`config.mk`:
```
export PLATFORM = sky130hd
export DESIGN_NAME = ir_carrier_modulation_timer
export DESIGN_NICKNAME = d
export VERILOG_FILES = /design/src/ir_timer_pkg.sv /design/src/ir_clock_divider.sv /design/src/ir_carrier_modulation_timer.sv
export SDC_FILE = /design/constraint.sdc
export NUM_CORES = 1
export LEC_CHECK = 0
export BUFFER_PORTS_ARGS = -buffer_cell sky130_fd_sc_hd__buf_4
export CAP_MARGIN = 40
export CORE_ASPECT_RATIO = 1.75
export CORE_UTILIZATION = 35
export CTS_CLUSTER_SIZE = 28
export DETAILED_ROUTE_END_ITERATION = 10
export MAX_ROUTING_LAYER = met4
export PLACE_DENSITY = 0.48
export SYNTH_ARGS = -nofsm -noshare
export SYNTH_HDL_FRONTEND = slang
export SYNTH_SLANG_ARGS = --single-unit
```
`constraint.sdc`:
```
create_clock -name clk_sys -period 5.27 [get_ports clk_sys]
set_clock_uncertainty 0.15 [all_clocks]
set_input_delay 1.054 -clock clk_sys [delete_from_list [all_inputs] [get_ports clk_sys]]
set_output_delay 1.054 -clock clk_sys [all_outputs]
set_load 0.005 [all_outputs]
```
`src/ir_timer_pkg.sv`:
```
/*
 * Shared constants for the infrared carrier and modulation timer:
 * register word addresses, control and status field positions, and reset values.
 * Assumes a 16-bit register port with word addresses, reached from a single clock domain.
 */
package ir_timer_pkg;

  // ==========================================================================
  // register addresses (word index on the register port)
  // ==========================================================================
  localparam logic [3:0] ADDR_CTRL     = 4'h0;
  localparam logic [3:0] ADDR_STATUS   = 4'h1;
  localparam logic [3:0] ADDR_CARRIER  = 4'h2;
  localparam logic [3:0] ADDR_MOD_TIME = 4'h3;
  localparam logic [3:0] ADDR_VALUE    = 4'h4;
  localparam logic [3:0] ADDR_CAPTURE  = 4'h5;
  localparam logic [3:0] ADDR_POWER    = 4'h6;

  // ==========================================================================
  // control register fields
  // ==========================================================================
  localparam int CTRL_ENABLE    = 0;
  localparam int CTRL_MODE      = 1;
  localparam int CTRL_POLARITY  = 2;
  localparam int CTRL_DATA      = 3;
  localparam int CTRL_CLK_SEL   = 4;
  localparam int CTRL_BURST     = 5;
  localparam int CTRL_RELOAD    = 6;
  localparam int CTRL_EDGE_LO   = 7;
  localparam int CTRL_DIV_LO    = 9;
  localparam int CTRL_INT_EN    = 12;
  localparam int CTRL_WIDTH     = 13;

  // ==========================================================================
  // status and power control fields
  // ==========================================================================
  localparam int STAT_INT_FLAG  = 0;
  localparam int STAT_OVF_FLAG  = 1;
  localparam int PWR_LEVEL      = 0;
  localparam int PWR_OE         = 1;

  // ==========================================================================
  // reset values and counts
  // ==========================================================================
  localparam logic [15:0] CTRL_RESET     = 16'h0000;
  localparam logic [15:0] CARRIER_RESET  = 16'h0000;
  localparam logic [15:0] MOD_TIME_RESET = 16'h0000;
  localparam logic [15:0] BURST_START    = 16'h0001;
  localparam logic [15:0] VALUE_MAX      = 16'hFFFF;
  localparam logic [1:0]  ABSENCE_CYCLES = 2'h2;

  typedef enum logic [1:0] {OP_OFF, OP_TX, OP_RX} op_mode_t;

endpackage

```
`src/ir_clock_divider.sv`:
```
/*
 * Prescaler for the infrared input clock: a one-cycle tick every 2^div system clocks.
 * Assumes div is steady for a whole tick period; a change reaches the compare mask at once, mid-period.
 */
`timescale 1ns/1ps
module ir_clock_divider
  import ir_timer_pkg::*;
(
  input  wire logic       clk_sys,
  input  wire logic       nrst,
  input  wire logic       run,
  input  wire logic [2:0] div,
  output logic            tick
);

  typedef struct packed {
    logic [6:0] count;
    logic       tick;
  } div_state_t;

  div_state_t s_q;
  div_state_t s_d;
  logic [6:0] mask;

  // ==========================================================================
  // divider
  // ==========================================================================
  always_comb begin
    mask = 7'((8'h01 << div) - 8'h01);
    s_d  = s_q;
    s_d.tick = 1'b0;
    if (!run) begin
      s_d.count = 7'h00;
    end else if ((s_q.count & mask) == mask) begin
      s_d.count = 7'h00;
      s_d.tick  = 1'b1;
    end else begin
      s_d.count = s_q.count + 7'h01;
    end
  end

  always_ff @(posedge clk_sys) begin
    if (!nrst) begin
      s_q <= '0;
    end else begin
      s_q <= s_d;
    end
  end

  assign tick = s_q.tick;

endmodule

```
`src/ir_carrier_modulation_timer.sv`:
```
/*
 * Infrared carrier generation and modulation timer: carrier generator, modulation
 * down counter for transmit, capture and burst counting for receive, register port.
 * Assumes the receive pin is already synchronous to clk_sys and that the emitter
 * driver follows the transmit pin and its output enable.
 */
// The plain strobed port and the placing of the registers were decided locally.
// Functional notes
// - disabled: pin follows manual level and enable
// - timer runs only while enable bit is one
// - transmit counts down from modulation time; receive up
// - receive reload on qualified edge is configurable
// - wrap from all ones sets overflow, interrupt
// - input clock is system clock over 2^div
// - high byte+1, low byte+1 input clocks
// - carrier, polarity, data latched per interval
// - down step per carrier cycle or input clock
// - enabling drives pin to polarity idle level
// - data one sends carrier, zero sends idle
// - transmit starts when enable and mode both set
// - receive lasts until transmit mode or disable
// - burst mode: no capture, modulation time counts edges
// - burst mode: two silent carrier cycles flag
// - burst mode entry sets modulation time to one
// - burst mode reload bit, edges by select field
// - normal receive: edge captures value, sets flag
`timescale 1ns/1ps
module ir_carrier_modulation_timer
  import ir_timer_pkg::*;
(
  input  wire logic        clk_sys,
  input  wire logic        nrst,
  input  wire logic [3:0]  reg_addr,
  input  wire logic [15:0] reg_wdata,
  input  wire logic        reg_wr,
  input  wire logic        reg_rd,
  output logic [15:0]      reg_rdata,
  input  wire logic        ir_receive_pin,
  output logic             ir_transmit_pin,
  output logic             ir_transmit_oe,
  output logic             irq
);

  typedef struct packed {
    logic [CTRL_WIDTH-1:0] ctrl;
    logic [15:0]           carrier;
    logic [15:0]           mod_time;
    logic [15:0]           value;
    logic [15:0]           capture;
    logic                  manual_tx_level;
    logic                  manual_tx_output_enable;
    logic                  int_flag;
    logic                  ovf_flag;
    logic                  tx_active;
    logic [15:0]           car_lat;
    logic                  pol_lat;
    logic                  data_lat;
    logic                  car_high;
    logic [7:0]            phase_cnt;
    logic [1:0]            silent_cnt;
    logic                  rx_prev;
    logic                  tx_pin;
    logic                  tx_oe;
    logic                  irq;
    logic [15:0]           rdata;
  } ir_state_t;

  ir_state_t   s_q;
  ir_state_t   s_d;
  op_mode_t    op;
  logic        ir_tick;
  logic        timer_enable_bit;
  logic        direction_mode_bit;
  logic        burst_count_mode_bit;
  logic        modulation_clock_select;
  logic        receive_reload_bit;
  logic [1:0]  receive_edge_select;
  logic [2:0]  input_clock_divider;
  logic        tx_start;
  logic        carrier_end;
  logic        step;
  logic        rx_rise;
  logic        rx_fall;
  logic        qual_edge;
  logic [15:0] car_src;
  logic [15:0] rd_mux;

  assign timer_enable_bit        = s_q.ctrl[CTRL_ENABLE];
  assign direction_mode_bit      = s_q.ctrl[CTRL_MODE];
  assign burst_count_mode_bit    = s_q.ctrl[CTRL_BURST];
  assign modulation_clock_select = s_q.ctrl[CTRL_CLK_SEL];
  assign receive_reload_bit      = s_q.ctrl[CTRL_RELOAD];
  assign receive_edge_select     = s_q.ctrl[CTRL_EDGE_LO +: 2];
  assign input_clock_divider     = s_q.ctrl[CTRL_DIV_LO +: 3];

  // ==========================================================================
  // input clock prescaler
  // ==========================================================================
  ir_clock_divider u_div (
    .clk_sys (clk_sys),
    .nrst    (nrst),
    .run     (timer_enable_bit),
    .div     (input_clock_divider),
    .tick    (ir_tick)
  );

  // ==========================================================================
  // operating mode and edge qualification
  // ==========================================================================
  always_comb begin
    if (!timer_enable_bit) begin
      op = OP_OFF;
    end else if (direction_mode_bit) begin
      op = OP_TX;
    end else begin
      op = OP_RX;
    end
  end

  // a start is seen on entering transmit, whichever bit arrived last
  assign tx_start  = (op == OP_TX) && !s_q.tx_active;
  assign rx_rise   = ir_receive_pin && !s_q.rx_prev;
  assign rx_fall   = !ir_receive_pin && s_q.rx_prev;
  assign qual_edge = (op == OP_RX) && ((receive_edge_select[0] && rx_rise) ||
                                       (receive_edge_select[1] && rx_fall));
  // transmit works from the latched carrier, receive from the live register
  assign car_src   = (op == OP_TX) ? s_q.car_lat : s_q.carrier;

  always_comb begin
    unique case (reg_addr)
      ADDR_CTRL:     rd_mux = 16'(s_q.ctrl);
      ADDR_STATUS:   rd_mux = {14'h0000, s_q.ovf_flag, s_q.int_flag};
      ADDR_CARRIER:  rd_mux = s_q.carrier;
      ADDR_MOD_TIME: rd_mux = s_q.mod_time;
      ADDR_VALUE:    rd_mux = s_q.value;
      ADDR_CAPTURE:  rd_mux = s_q.capture;
      ADDR_POWER:    rd_mux = {14'h0000, s_q.manual_tx_output_enable, s_q.manual_tx_level};
      default:       rd_mux = 16'h0000;
    endcase
  end

  // ==========================================================================
  // next state
  // ==========================================================================
  always_comb begin
    s_d         = s_q;
    carrier_end = 1'b0;
    step        = 1'b0;
    s_d.rx_prev = ir_receive_pin;
    s_d.rdata   = reg_rd ? rd_mux : 16'h0000;

    // software writes first so that hardware events below take precedence
    if (reg_wr) begin
      unique case (reg_addr)
        ADDR_CTRL: begin
          s_d.ctrl = reg_wdata[CTRL_WIDTH-1:0];
          if (reg_wdata[CTRL_BURST] && !s_q.ctrl[CTRL_BURST]) begin
            s_d.mod_time = BURST_START;
          end
        end
        ADDR_STATUS: begin
          if (reg_wdata[STAT_INT_FLAG]) begin
            s_d.int_flag = 1'b0;
          end
          if (reg_wdata[STAT_OVF_FLAG]) begin
            s_d.ovf_flag = 1'b0;
          end
        end
        ADDR_CARRIER:  s_d.carrier = reg_wdata;
        ADDR_MOD_TIME: s_d.mod_time = reg_wdata;
        ADDR_VALUE:    s_d.value = reg_wdata;
        ADDR_POWER: begin
          s_d.manual_tx_level         = reg_wdata[PWR_LEVEL];
          s_d.manual_tx_output_enable = reg_wdata[PWR_OE];
        end
        default: begin
        end
      endcase
    end

    // carrier generator, stepped by the prescaled input clock
    if (op == OP_OFF || tx_start) begin
      s_d.car_high   = 1'b1;
      s_d.phase_cnt  = 8'h00;
      s_d.silent_cnt = 2'h0;
    end else if (ir_tick) begin
      if (s_q.car_high) begin
        if (s_q.phase_cnt == car_src[15:8]) begin
          s_d.car_high  = 1'b0;
          s_d.phase_cnt = 8'h00;
        end else begin
          s_d.phase_cnt = s_q.phase_cnt + 8'h01;
        end
      end else if (s_q.phase_cnt == car_src[7:0]) begin
        s_d.car_high  = 1'b1;
        s_d.phase_cnt = 8'h00;
        carrier_end   = 1'b1;
      end else begin
        s_d.phase_cnt = s_q.phase_cnt + 8'h01;
      end
    end
    step = modulation_clock_select ? ir_tick : carrier_end;

    s_d.tx_active = (op == OP_TX);
    unique case (op)
      OP_TX: begin
        if (tx_start || (step && s_q.value == 16'h0000)) begin
          s_d.value    = s_q.mod_time;
          s_d.car_lat  = s_q.carrier;
          s_d.pol_lat  = s_q.ctrl[CTRL_POLARITY];
          s_d.data_lat = s_q.ctrl[CTRL_DATA];
          if (!tx_start) begin
            s_d.int_flag = 1'b1;
          end
        end else if (step) begin
          s_d.value = s_q.value - 16'h0001;
        end
      end
      OP_RX: begin
        if (step) begin
          s_d.value = s_q.value + 16'h0001;
          if (s_q.value == VALUE_MAX) begin
            s_d.ovf_flag = 1'b1;
          end
        end
        if (qual_edge) begin
          if (receive_reload_bit) begin
            s_d.value = 16'h0000;
          end
          if (burst_count_mode_bit) begin
            s_d.mod_time   = s_q.mod_time + 16'h0001;
            s_d.silent_cnt = 2'h0;
          end else begin
            s_d.capture  = s_q.value;
            s_d.int_flag = 1'b1;
          end
        end else if (burst_count_mode_bit && carrier_end && s_q.silent_cnt != ABSENCE_CYCLES) begin
          s_d.silent_cnt = s_q.silent_cnt + 2'h1;
          if (s_q.silent_cnt + 2'h1 == ABSENCE_CYCLES) begin
            s_d.int_flag = 1'b1;
          end
        end
      end
      OP_OFF: begin
      end
    endcase

    // pin driver
    if (op == OP_OFF) begin
      s_d.tx_pin = s_q.manual_tx_level;
      s_d.tx_oe  = s_q.manual_tx_output_enable;
    end else if (op == OP_RX || tx_start) begin
      s_d.tx_pin = s_q.ctrl[CTRL_POLARITY];
      s_d.tx_oe  = 1'b1;
    end else begin
      s_d.tx_pin = s_q.data_lat ? (s_q.car_high ^ s_q.pol_lat) : s_q.pol_lat;
      s_d.tx_oe  = 1'b1;
    end
    s_d.irq = s_q.ctrl[CTRL_INT_EN] && (s_q.int_flag || s_q.ovf_flag);
  end

  always_ff @(posedge clk_sys) begin
    if (!nrst) begin
      s_q          <= '0;
      s_q.ctrl     <= CTRL_RESET[CTRL_WIDTH-1:0];
      s_q.carrier  <= CARRIER_RESET;
      s_q.mod_time <= MOD_TIME_RESET;
      s_q.car_high <= 1'b1;
    end else begin
      s_q <= s_d;
    end
  end

  assign reg_rdata       = s_q.rdata;
  assign ir_transmit_pin = s_q.tx_pin;
  assign ir_transmit_oe  = s_q.tx_oe;
  assign irq             = s_q.irq;
endmodule

```
# Yosys cells after proc, flatten, opt, wreduce, memory -nomap -nowiden
# Cells that the tools add are included.
# totals
out_inout_bits	19
input_bits	25
elab_cells	131
reg_bits	139
# classes
n_bitwise	5
muxes	49
eq_ne	14
reduce_logical	32
n_addsub	7
shift	1
# ops
op	count
16-bit 2-to-1 mux	10
16-bit one-hot mux with 7 select lines	1
16-bit one-hot mux with 2 select lines	2
48-bit 2-to-1 mux	1
16-bit by 1-bit adder with 16-bit output (second input constant)	2
32-bit 2-to-1 mux	1
2-bit 2-to-1 mux	11
1-bit 2-to-1 mux	19
16-bit == test (second input constant)	1
8-bit == test	2
16-bit logical NOT	1
8-bit 2-to-1 mux	2
16-bit by 1-bit subtractor with 16-bit output (second input constant)	1
4-bit by 3-bit == test with 1-bit output (second input constant)	3
2-bit AND reduction	6
1-bit logical AND	11
9-bit 2-to-1 mux	1
8-bit by 1-bit adder with 8-bit output (second input constant)	1
4-bit by 2-bit == test with 1-bit output (second input constant)	2
7-bit by 1-bit adder with 7-bit output (second input constant)	1
7-bit bitwise AND	1
7-bit == test	1
1-bit by 3-bit << shifter with 7-bit output (first input constant)	1
7-bit by 1-bit subtractor with 7-bit output (second input constant)	1
other kinds (15)	25

# Depth between registers and ports, before layout
# Gate-level depths: netlist (run 1).
# depth
depth_word	14
ltp_mapped	13
depth_no_buf	10

# Modules after synthesis
# A second synthesis (run 1) with hierarchy kept.
# hier_totals
hier_cells	986
area_unflattened_um2	7792.5
# modules_own_cells
module	instances	seq_area_each_um2	area_each_um2	cells_per_inst
ir_carrier_modulation_timer	1	2622.5	7320.8	936
ir_clock_divider	1	160.2	471.7	50

# Worst setup path after synthesis (run 1)
# OpenSTA, ideal clock, no wires.
# synth_path
kind	input to register
startpoint	input reg_addr[0]
endpoint	register s_q[91] in the netlist's numbering
n_path_buf	2
slack_ns	2.072
setup_ns	0.123
t_arrival_ns	2.924
t_required_ns	4.997
path_stages	10
cell_sequence	clkbuf_1 -> nor4_2 -> and2_0 -> nand3b_1 -> and2_1 -> nand2_1 -> clkbuf_1 -> o21ai_0 -> a221oi_1 -> nor2b_1
# synth_between
elab_chain_len	6
elab_cells_between_ends	7
cone_classes	1 x eq/ne; 5 x mux; 1 x reduce/logical
# synth_lines
item	line	rtl
start, declared	ir_carrier_modulation_timer.sv:33	input wire logic [3:0] reg_addr,
4-bit by 2-bit == test with 1-bit output / 4-bit logical NOT (equally long branches)	ir_carrier_modulation_timer.sv:154	unique case (reg_addr)
16-bit one-hot mux with 2 select lines (*)	ir_carrier_modulation_timer.sv:154	
32-bit 2-to-1 mux (*)	ir_carrier_modulation_timer.sv:153	if (reg_wr) begin
16-bit 2-to-1 mux	ir_carrier_modulation_timer.sv:230	if (burst_count_mode_bit) begin
48-bit 2-to-1 mux	ir_carrier_modulation_timer.sv:226	if (qual_edge) begin
16-bit 2-to-1 mux (*)	ir_carrier_modulation_timer.sv:205	unique case (op)
end, declared	ir_carrier_modulation_timer.sv:68	ir_state_t s_q;
# Every way passes the cells marked *; elsewhere a longest branch is shown, timed or not.
# A chain may end at the register's enable or synchronous reset.

# Final worst setup path (run 1)
# layout_path
startpoint	register s_q, in the netlist direction_mode_bit
endpoint	register s_q[35] in the netlist's numbering
# layout_between
elab_chain_len	13
elab_cells_between_ends	16
cone_classes	2 x eq/ne; 8 x mux; 6 x reduce/logical
# layout_lines
item	line	rtl
2-bit 2-to-1 mux (*)	ir_carrier_modulation_timer.sv:113	end else if (direction_mode_bit) begin
2-bit 2-to-1 mux (*)	ir_carrier_modulation_timer.sv:111	if (!timer_enable_bit) begin
2-bit by 1-bit == test with 1-bit output	ir_carrier_modulation_timer.sv:121, ir_carrier_modulation_timer.sv:127, ir_carrier_modulation_timer.sv:205	
16-bit 2-to-1 mux	ir_carrier_modulation_timer.sv:127	assign car_src = (op == OP_TX) ? s_q.car_lat : s_q.carrier;
8-bit == test	ir_carrier_modulation_timer.sv:194	end else if (s_q.phase_cnt == car_src[7:0]) begin
1-bit 2-to-1 mux	ir_carrier_modulation_timer.sv:194	
1-bit 2-to-1 mux	ir_carrier_modulation_timer.sv:187	if (s_q.car_high) begin
1-bit 2-to-1 mux	ir_carrier_modulation_timer.sv:186	end else if (ir_tick) begin
1-bit 2-to-1 mux	ir_carrier_modulation_timer.sv:182	if (op == OP_OFF || tx_start) begin
1-bit 2-to-1 mux	ir_carrier_modulation_timer.sv:202	step = modulation_clock_select ? ir_tick : carrier_end;
1-bit logical AND	ir_carrier_modulation_timer.sv:207	if (tx_start || (step && s_q.value == 16'h0000)) begin
1-bit logical OR	ir_carrier_modulation_timer.sv:207	
2-bit AND reduction (no source line) (*)	n/a	
# Marked as above.

==> reports/results.txt, run 1 <==
Outcome: finished, final reports clean
Num rows: 72
Die extent in x: 115 microns
CP startpoint kind: flip-flop
Slew @ Worst Pin: 0.795 ns
Max incr delay on CP: 0.63 ns
Area leader, netlist: dfxtp_1
Critical Path Fanout Max: 18
Top_reg_cell synth: dfxtp_1
CTS sink cnt: 139
Yosys warning total: 0
Synth cell types: 67
# diodes: 0
Die H: 200 microns
NumNets Final: 1043
Setup TNS: 0 ns
Grt total ovfl: 0
Vias in the first global route: 7108
Slew HR: 46.8%
Hpwl dp: 19.3 mm
WP buf/inv: 2
Worst skew pair latency: 0.43 ns
Worst Path Required: 5.43 ns
Synth top area share: 35.4%
Max Cap Viol: 0
Most used cell, CP: nand2_1
Filler Cells Inserted: 2298
CTS H-tree lvls: 4
DR DRC count: 0
# IOs: 44
CP top delay family: simple AND/OR/NAND/NOR gates
Top post-synthesis cells by count: nand2_1 (245), dfxtp_1 (139), a21boi_0 (68)
Routed via count: 7183
Crit share post-route: 76.7%
Yosys reg bits: 139
RSZ-0062 raised after global routing: no
Crit path cell chain: and2_1 > buf_4 > mux2i_1 > xor2_1 > nand3_1 > o31a_1 > o21ai_0 > nand2_1 > buf_16 > nand2_1 > a21boi_0
Crit Path Category: reg2reg
First DRT Iteration DRCs: 477
Clk slew on worst S/H paths: 0.06 ns
Synth area leaders: dfxtp_1 (35%), nand2_1 (12%), a21boi_0 (6.5%), a22oi_1 (3.6%), xor2_1 (3.1%)
First-pass GRT wire length: 41.5 mm
Maximum clock frequency: 0.247 GHz
Die area: 0.0231 sq mm
Synthesized area: 0.00787 sq mm
Tmin final: 4.04 ns
Placed cells: 1286
Critical Path End Type: flip-flop
Post-Route WL: 26.3 mm
Max VDD drop: 233 uV
DP Area: 0.00832 sq mm
PD cells: 278 mW/mm^2
Syn_nets: 1054
RR Startpoint: direction_mode_bit$_SDFFE_PN0P_
Tot GR Track Use: 24.5%
Critical path depth in cells: 11
Setup bufs post-CTS: 0
Fin Hold WS: 0.303 ns
Starting Density: 35.6%
Clk root buf: clkbuf_16
Most common cell in the synthesized netlist: nand2_1
CP Launch Point: direction_mode_bit$_SDFFE_PN0P_
Initial antenna violation count: 0
First-pass DRT Iterations: 5
CTS tree: built
Multi-input gate area: 0.00460 sq mm
Port Buffers: 43
ANT nets after route: 0
Worst EP arrival: 4.20 ns
Number of synthesized flops with an enable pin: 0
Syn-to-layout area delta: 13.7%
Largest net degree at the start of global routing: 65
Seq/Total Area, Yosys: 35.4%
CTS Buf Count: 17
Mapped Cells: 1020
Vias per cell: 5.45
Register-to-Register Path Depth: 11
Final Instance Area: 0.00894 sq mm
Final Setup Violations: 0
Final Non-Filler Cells: 1317
Final Wtd Congestion: 0.863
Register Area: 0.00278 sq mm
Pleak: 0.00312 uW
Post-synth ARST share: 0%
Layout cell share with drive strength beyond 1: 10.7%
Quantity of gates resized following cts: 0
Hold buffers post-CTS: 0
Core area: 0.0221 sq mm
CP max-delay cell: dfxtp_1
Pins Over Slew Limit: 0
Worst min-delay path class: reg2reg
Fin. Hold Viols: 0
Routed len/inst: 20.0 microns
Syn Area/Cell: 7.71 sq um
Hold depth: 2
Clock buffer depth: 2
Min-Delay Startpoint: s_q[47]$_SDFFE_PN0P_
-- worst reg2reg max path: cells and delay by family, from the launching register on --
kind	cells	cell delay [ns]
muxes	1	0.23
AOI/OAI and AO/OA	3	1.00
DFF	1	0.63
xor gates and xnor gates	1	0.16
and+or+nand+nor	4	1.17
buffers and inverters	2	0.58
-- placed cells by master, fill, tap and decap left out, types with 8 or more instances in the layout --
master / Yosys / routed
nand2_1: 245 / 245
dfxtp_1: 139 / 139
a21boi_0: 68 / 68
nor2_1: 65 / 65
buf_4: 19 / 60
a22oi_1: 38 / 38
o21ai_0: 29 / 29
xor2_1: 28 / 28
nand3_1: 27 / 27
a21oi_1: 27 / 26
and3_1: 24 / 24
mux2i_1: 21 / 21
clkbuf_16: 0 / 17
a31oi_1: 16 / 16
xnor2_1: 16 / 16
inv_1: 13 / 13
nor2b_1: 13 / 12
a221oi_1: 12 / 12
nand4_1: 10 / 10
a21boi_1: 10 / 10
ha_1: 9 / 9
nand2b_1: 8 / 8
-- final timing paths --
| kind | endpoint | slack [ns] |
|---|---|---|
| hold / removal | s_q[47]$_SDFFE_PN0P_ | 0.30 |
| setup / recovery | s_q[35]$_SDFFE_PN0P_ | 1.23 |
| setup reg to reg | s_q[35]$_SDFFE_PN0P_ | 1.23 |
| hold reg to reg | s_q[47]$_SDFFE_PN0P_ | 0.30 |
-- logic make-up (layout without fill, tap and decap cells) --
logic type | Yosys count | in the layout | share of synthesized area, %
flip-flops | 139 | 139 | 35.4
adder cells (fa/ha/maj) | 9 | 9 | 1.43
multiplexers | 23 | 23 | 2.96
buffers and inverters | 107 | 108 | 6.47
AO/OA/AOI/OAI | 264 | 264 | 23.9
XOR/XNOR | 44 | 44 | 4.90
AND/OR/NAND/NOR | 434 | 434 | 24.9
-- power breakdown --
| part | internal, uW | switching [uW] |
|---|---|---|
| combinational | 49.4 | 82.8 |
| sequential | 1060 | 14.0 |
| clock | 811 | 472 |
-- per-layer routing --
| metal | track usage, % | wire (microns) | up-vias |
|---|---|---|---|
| li1 | - | - | 3530 |
| met1 | 27.5 | 10600 | 3429 |
| met2 | 42.2 | 13900 | 174 |
| met3 | 3.84 | 986 | 50 |
| met4 | 10.7 | 837 | 0 |
| met5 | - | 0 | - |
-- registers in the layout, summed over array words and instances, names as in the netlist, 2 cells and up --
signal,flops
u_div.s_q,7
receive_edge_select,2
s_q,103
input_clock_divider,3
reg_rdata,16
-- cell type report --
class	count	area share [%]
timing repair buffer	64	5.76
clock inverter	12	1.92
clock buffer	19	5.06
sequential	139	31.1
inverter	13	0.546
tap	296	4.14
multi-input combinational	774	51.5
-- per-stage QoR --
step / worst slack, ns / total power, uW / util, %
after detailed placement: 1.28 / 1230 / 37.7
final: 1.23 / 2490 / 40.5
after global placement: 1.13 / 1230 / 37.4
after global routing: 0.988 / 2580 / 40.5
after floorplan: 2.07 / 1170 / -
after CTS: 1.22 / 2510 / 40.5
(Power assumes the default switching activity.)
==> run 2, diff against run 1 <==
Settings changed: PLACE_DENSITY 0.48 to 0.49.
Clock period 5.27 ns to 3.6 ns, I/O delays scaled along.
==> run 2 against run 1 <==
Against the previous run:
- sequential power rose by 47%
- power grew 45%
- maximum frequency increased by 24%
- via count is 1.9% higher
- combinational power is 52% higher
- first-iteration DRC count down 17%
- count of clock-buffer cells in the layout rose by 4
- routed wire length up 3.0%
- non-clock buffer count is 14 higher
- critical path type unchanged
==> reports/results.txt, run 2 (synthesis results as in run 1) <==
Die H: 200 microns (unchanged)
Maximum clock frequency: 0.305 GHz (was 0.247 GHz)
Hold Path Sink: s_q[47]$_SDFFE_PN0P_ (unchanged)
Clk pwr share: 51.0% (was 51.6%)
Vias per cell: 5.51 (was 5.45)
Clock buffer depth: 2 (unchanged)
Largest Register: s_q (unchanged)
Hpwl dp: 20.0 mm (was 19.3 mm)
Register-to-Register Path Depth: 8 (was 11)
Final Wtd Congestion: 0.893 (was 0.863)
NumNets Final: 1057 (was 1043)
Setup TNS: 0 ns (unchanged)
Switching Power: 836 uW (was 568 uW)
Routed via count: 7322 (was 7183)
Port Buffers: 43 (unchanged)
Max Cap Viol: 0 (unchanged)
Initial antenna violation count: 0 (unchanged)
Pins Over Slew Limit: 0 (unchanged)
Filler Cells Inserted: 2296 (was 2298)
Routed len/inst: 20.4 microns (was 20.0 microns)
Met2 usage: 43.5% (was 42.2%)
Clk root buf: clkbuf_16 (unchanged)
Min-Delay Startpoint: s_q[47]$_SDFFE_PN0P_ (unchanged)
CTS sink cnt: 139 (unchanged)
Sw Share: 23.2% (was 22.9%)
Fin. Hold Viols: 0 (unchanged)
Slew @ Worst Pin: 0.833 ns (was 0.795 ns)
Die extent in x: 115 microns (unchanged)
Hold buffers post-CTS: 0 (unchanged)
Critical Path Fanout Max: 14 (was 18)
First-pass DRT Iterations: 5 (unchanged)
First-pass GRT wire length: 41.5 mm (about the same)
Worst skew pair latency: 0.45 ns (was 0.43 ns)
Crit Path Category: reg2reg (unchanged)
Worst Path Required: 3.79 ns (was 5.43 ns)
Clk slew on worst S/H paths: 0.06 ns (about the same)
Tmin final: 3.27 ns (was 4.04 ns)
Core area: 0.0221 sq mm (unchanged)
Final Setup Violations: 0 (unchanged)
Sequential Power Share: 43.4% (was 43.1%)
ANT nets after route: 0 (unchanged)
Num rows: 72 (unchanged)
Grt met3 use: 4.48% (was 3.84%)
Post-Route WL: 27.1 mm (was 26.3 mm)
Outcome: finished, final reports clean (unchanged)
RR Startpoint: s_q[72]$_SDFF_PN0_ (was direction_mode_bit$_SDFFE_PN0P_)
Layout cell share with drive strength beyond 1: 11.5% (was 10.7%)
Setup bufs post-CTS: 0 (unchanged)
Tot GR Track Use: 25.0% (was 24.5%)
First DRT Iteration DRCs: 395 (was 477)
Flop2flop setup slack: 0.33 ns (was 1.23 ns)
Quantity of gates resized following cts: 0 (unchanged)
Vias in the first global route: 7141 (was 7108)
Die area: 0.0231 sq mm (unchanged)
DR DRC count: 0 (unchanged)
Syn-to-layout area delta: 14.3% (was 13.7%)
Starting Density: 35.6% (unchanged)
Max VDD drop: 285 uV (was 233 uV)
CTS H-tree lvls: 4 (unchanged)
Crit share post-route: 90.9% (was 76.7%)
P_int: 2770 uW (was 1920 uW)
Commonest non-fill, non-tap cell in the layout: nand2_1 (unchanged)
Pleak: 0.00317 uW (was 0.00312 uW)
RSZ-0062 raised after global routing: no (unchanged)
Grt total ovfl: 0 (unchanged)
# diodes: 0 (unchanged)
Reg2reg end: s_q[78]$_SDFF_PN0_ (was s_q[35]$_SDFFE_PN0P_)
Gate power share: 5.5% (was 5.3%)
PD cells: 402 mW/mm^2 (was 278 mW/mm^2)
Slew HR: 44.1% (was 46.8%)
CTS tree: built (unchanged)
Most Crowded Layer GR: met2 (unchanged)
Worst EP arrival: 3.46 ns (was 4.20 ns)
CTS Buf Count: 17 (unchanged)
CP startpoint kind: flip-flop (unchanged)
Util after Layout: 40.7% (was 40.5%)
Worst min-delay path class: reg2reg (unchanged)
# IOs: 44 (unchanged)
Critical Path End Type: flip-flop (unchanged)
Largest net degree at the start of global routing: 49 (was 65)
Highest-count cells in the layout ignoring fill and taps: nand2_1 (245), dfxtp_1 (139), buf_4 (78) (was nand2_1 (245), dfxtp_1 (139), a21boi_0 (68))
Hold depth: 2 (unchanged)
Max FFs per register: 103 (unchanged)
Met1 usage in global routing: 26.5% (was 27.5%)
==> run 2: worst max-delay path: stages (launching register included) <==
cell and delay (ns):
dfxtp_1 0.45, nor4_2 0.48, nand2_1 0.13, nor4_1 0.43
nand4b_1 0.44, o21a_1 0.50, a221o_1 0.38, a22oi_1 0.15
nor2b_1 0.06
==> run 2: power groups by stage <==
stage          Sequential (uW)  Combinational [uW]  Clock (uW)
2_1_floorplan             1590                 117           0
3_3_place_gp              1600                 199           0
3_5_place_dp              1600                 199           0
4_1_cts                   1570                 199        1880
5_1_grt                   1570                 216        1930
6_report                  1570                 200        1840
==> run 2: stage by stage <==
stage / hold slack [ns] / worst slack [ns] / total power, uW / instances / area (sq um)
floorplan: 0.285 / 0.736 / 1710 / 1020 / 7870
global placement: 0.290 / 0.384 / 1800 / 1299 / 8380
detailed placement: 0.296 / 0.375 / 1800 / 1300 / 8390
CTS: 0.305 / 0.347 / 3650 / 1330 / 8990
global route: 0.322 / 0.149 / 3720 / 1330 / 8990
finish: 0.303 / 0.326 / 3610 / 1330 / 8990
==> run 2: metal layers <==
layer / routed length, microns / up-vias
li1: - / 3558
met1: 10600 / 3519
met4: 1130 / 0
met5: 0 / -
met2: 14300 / 184
met3: 1070 / 61
==> run 2: layout make-up <==
type,count,area (sq um),share of cell area (%)
Clock buffer,23,488,5.43
Timing Repair Buffer,78,586,6.51
Tap cell,296,370,4.12
Clock inverter,7,114,1.27
Inverter,13,48.8,0.543
Multi-Input combinational cell,774,4600,51.2
Sequential cell,139,2780,31.0
==> run 2: worst max-delay path by stage <==
| stage | startpoint | to | cells after the start |
|---|---|---|---|
| 6_report | s_q[72]$_SDFF_PN0_ | s_q[78]$_SDFF_PN0_ | 8 |
| 4_1_cts | s_q[72]$_SDFF_PN0_ | s_q[74]$_SDFF_PN0_ | 9 |
| 3_5_place_dp | s_q[72]$_SDFF_PN0_ | s_q[74]$_SDFF_PN0_ | 9 |
| 2_1_floorplan | reg_addr[0] | s_q[91]$_SDFF_PN0_ | 10 |
| 5_1_grt | s_q[72]$_SDFF_PN0_ | s_q[74]$_SDFF_PN0_ | 9 |
| 3_3_place_gp | s_q[72]$_SDFF_PN0_ | s_q[74]$_SDFF_PN0_ | 9 |
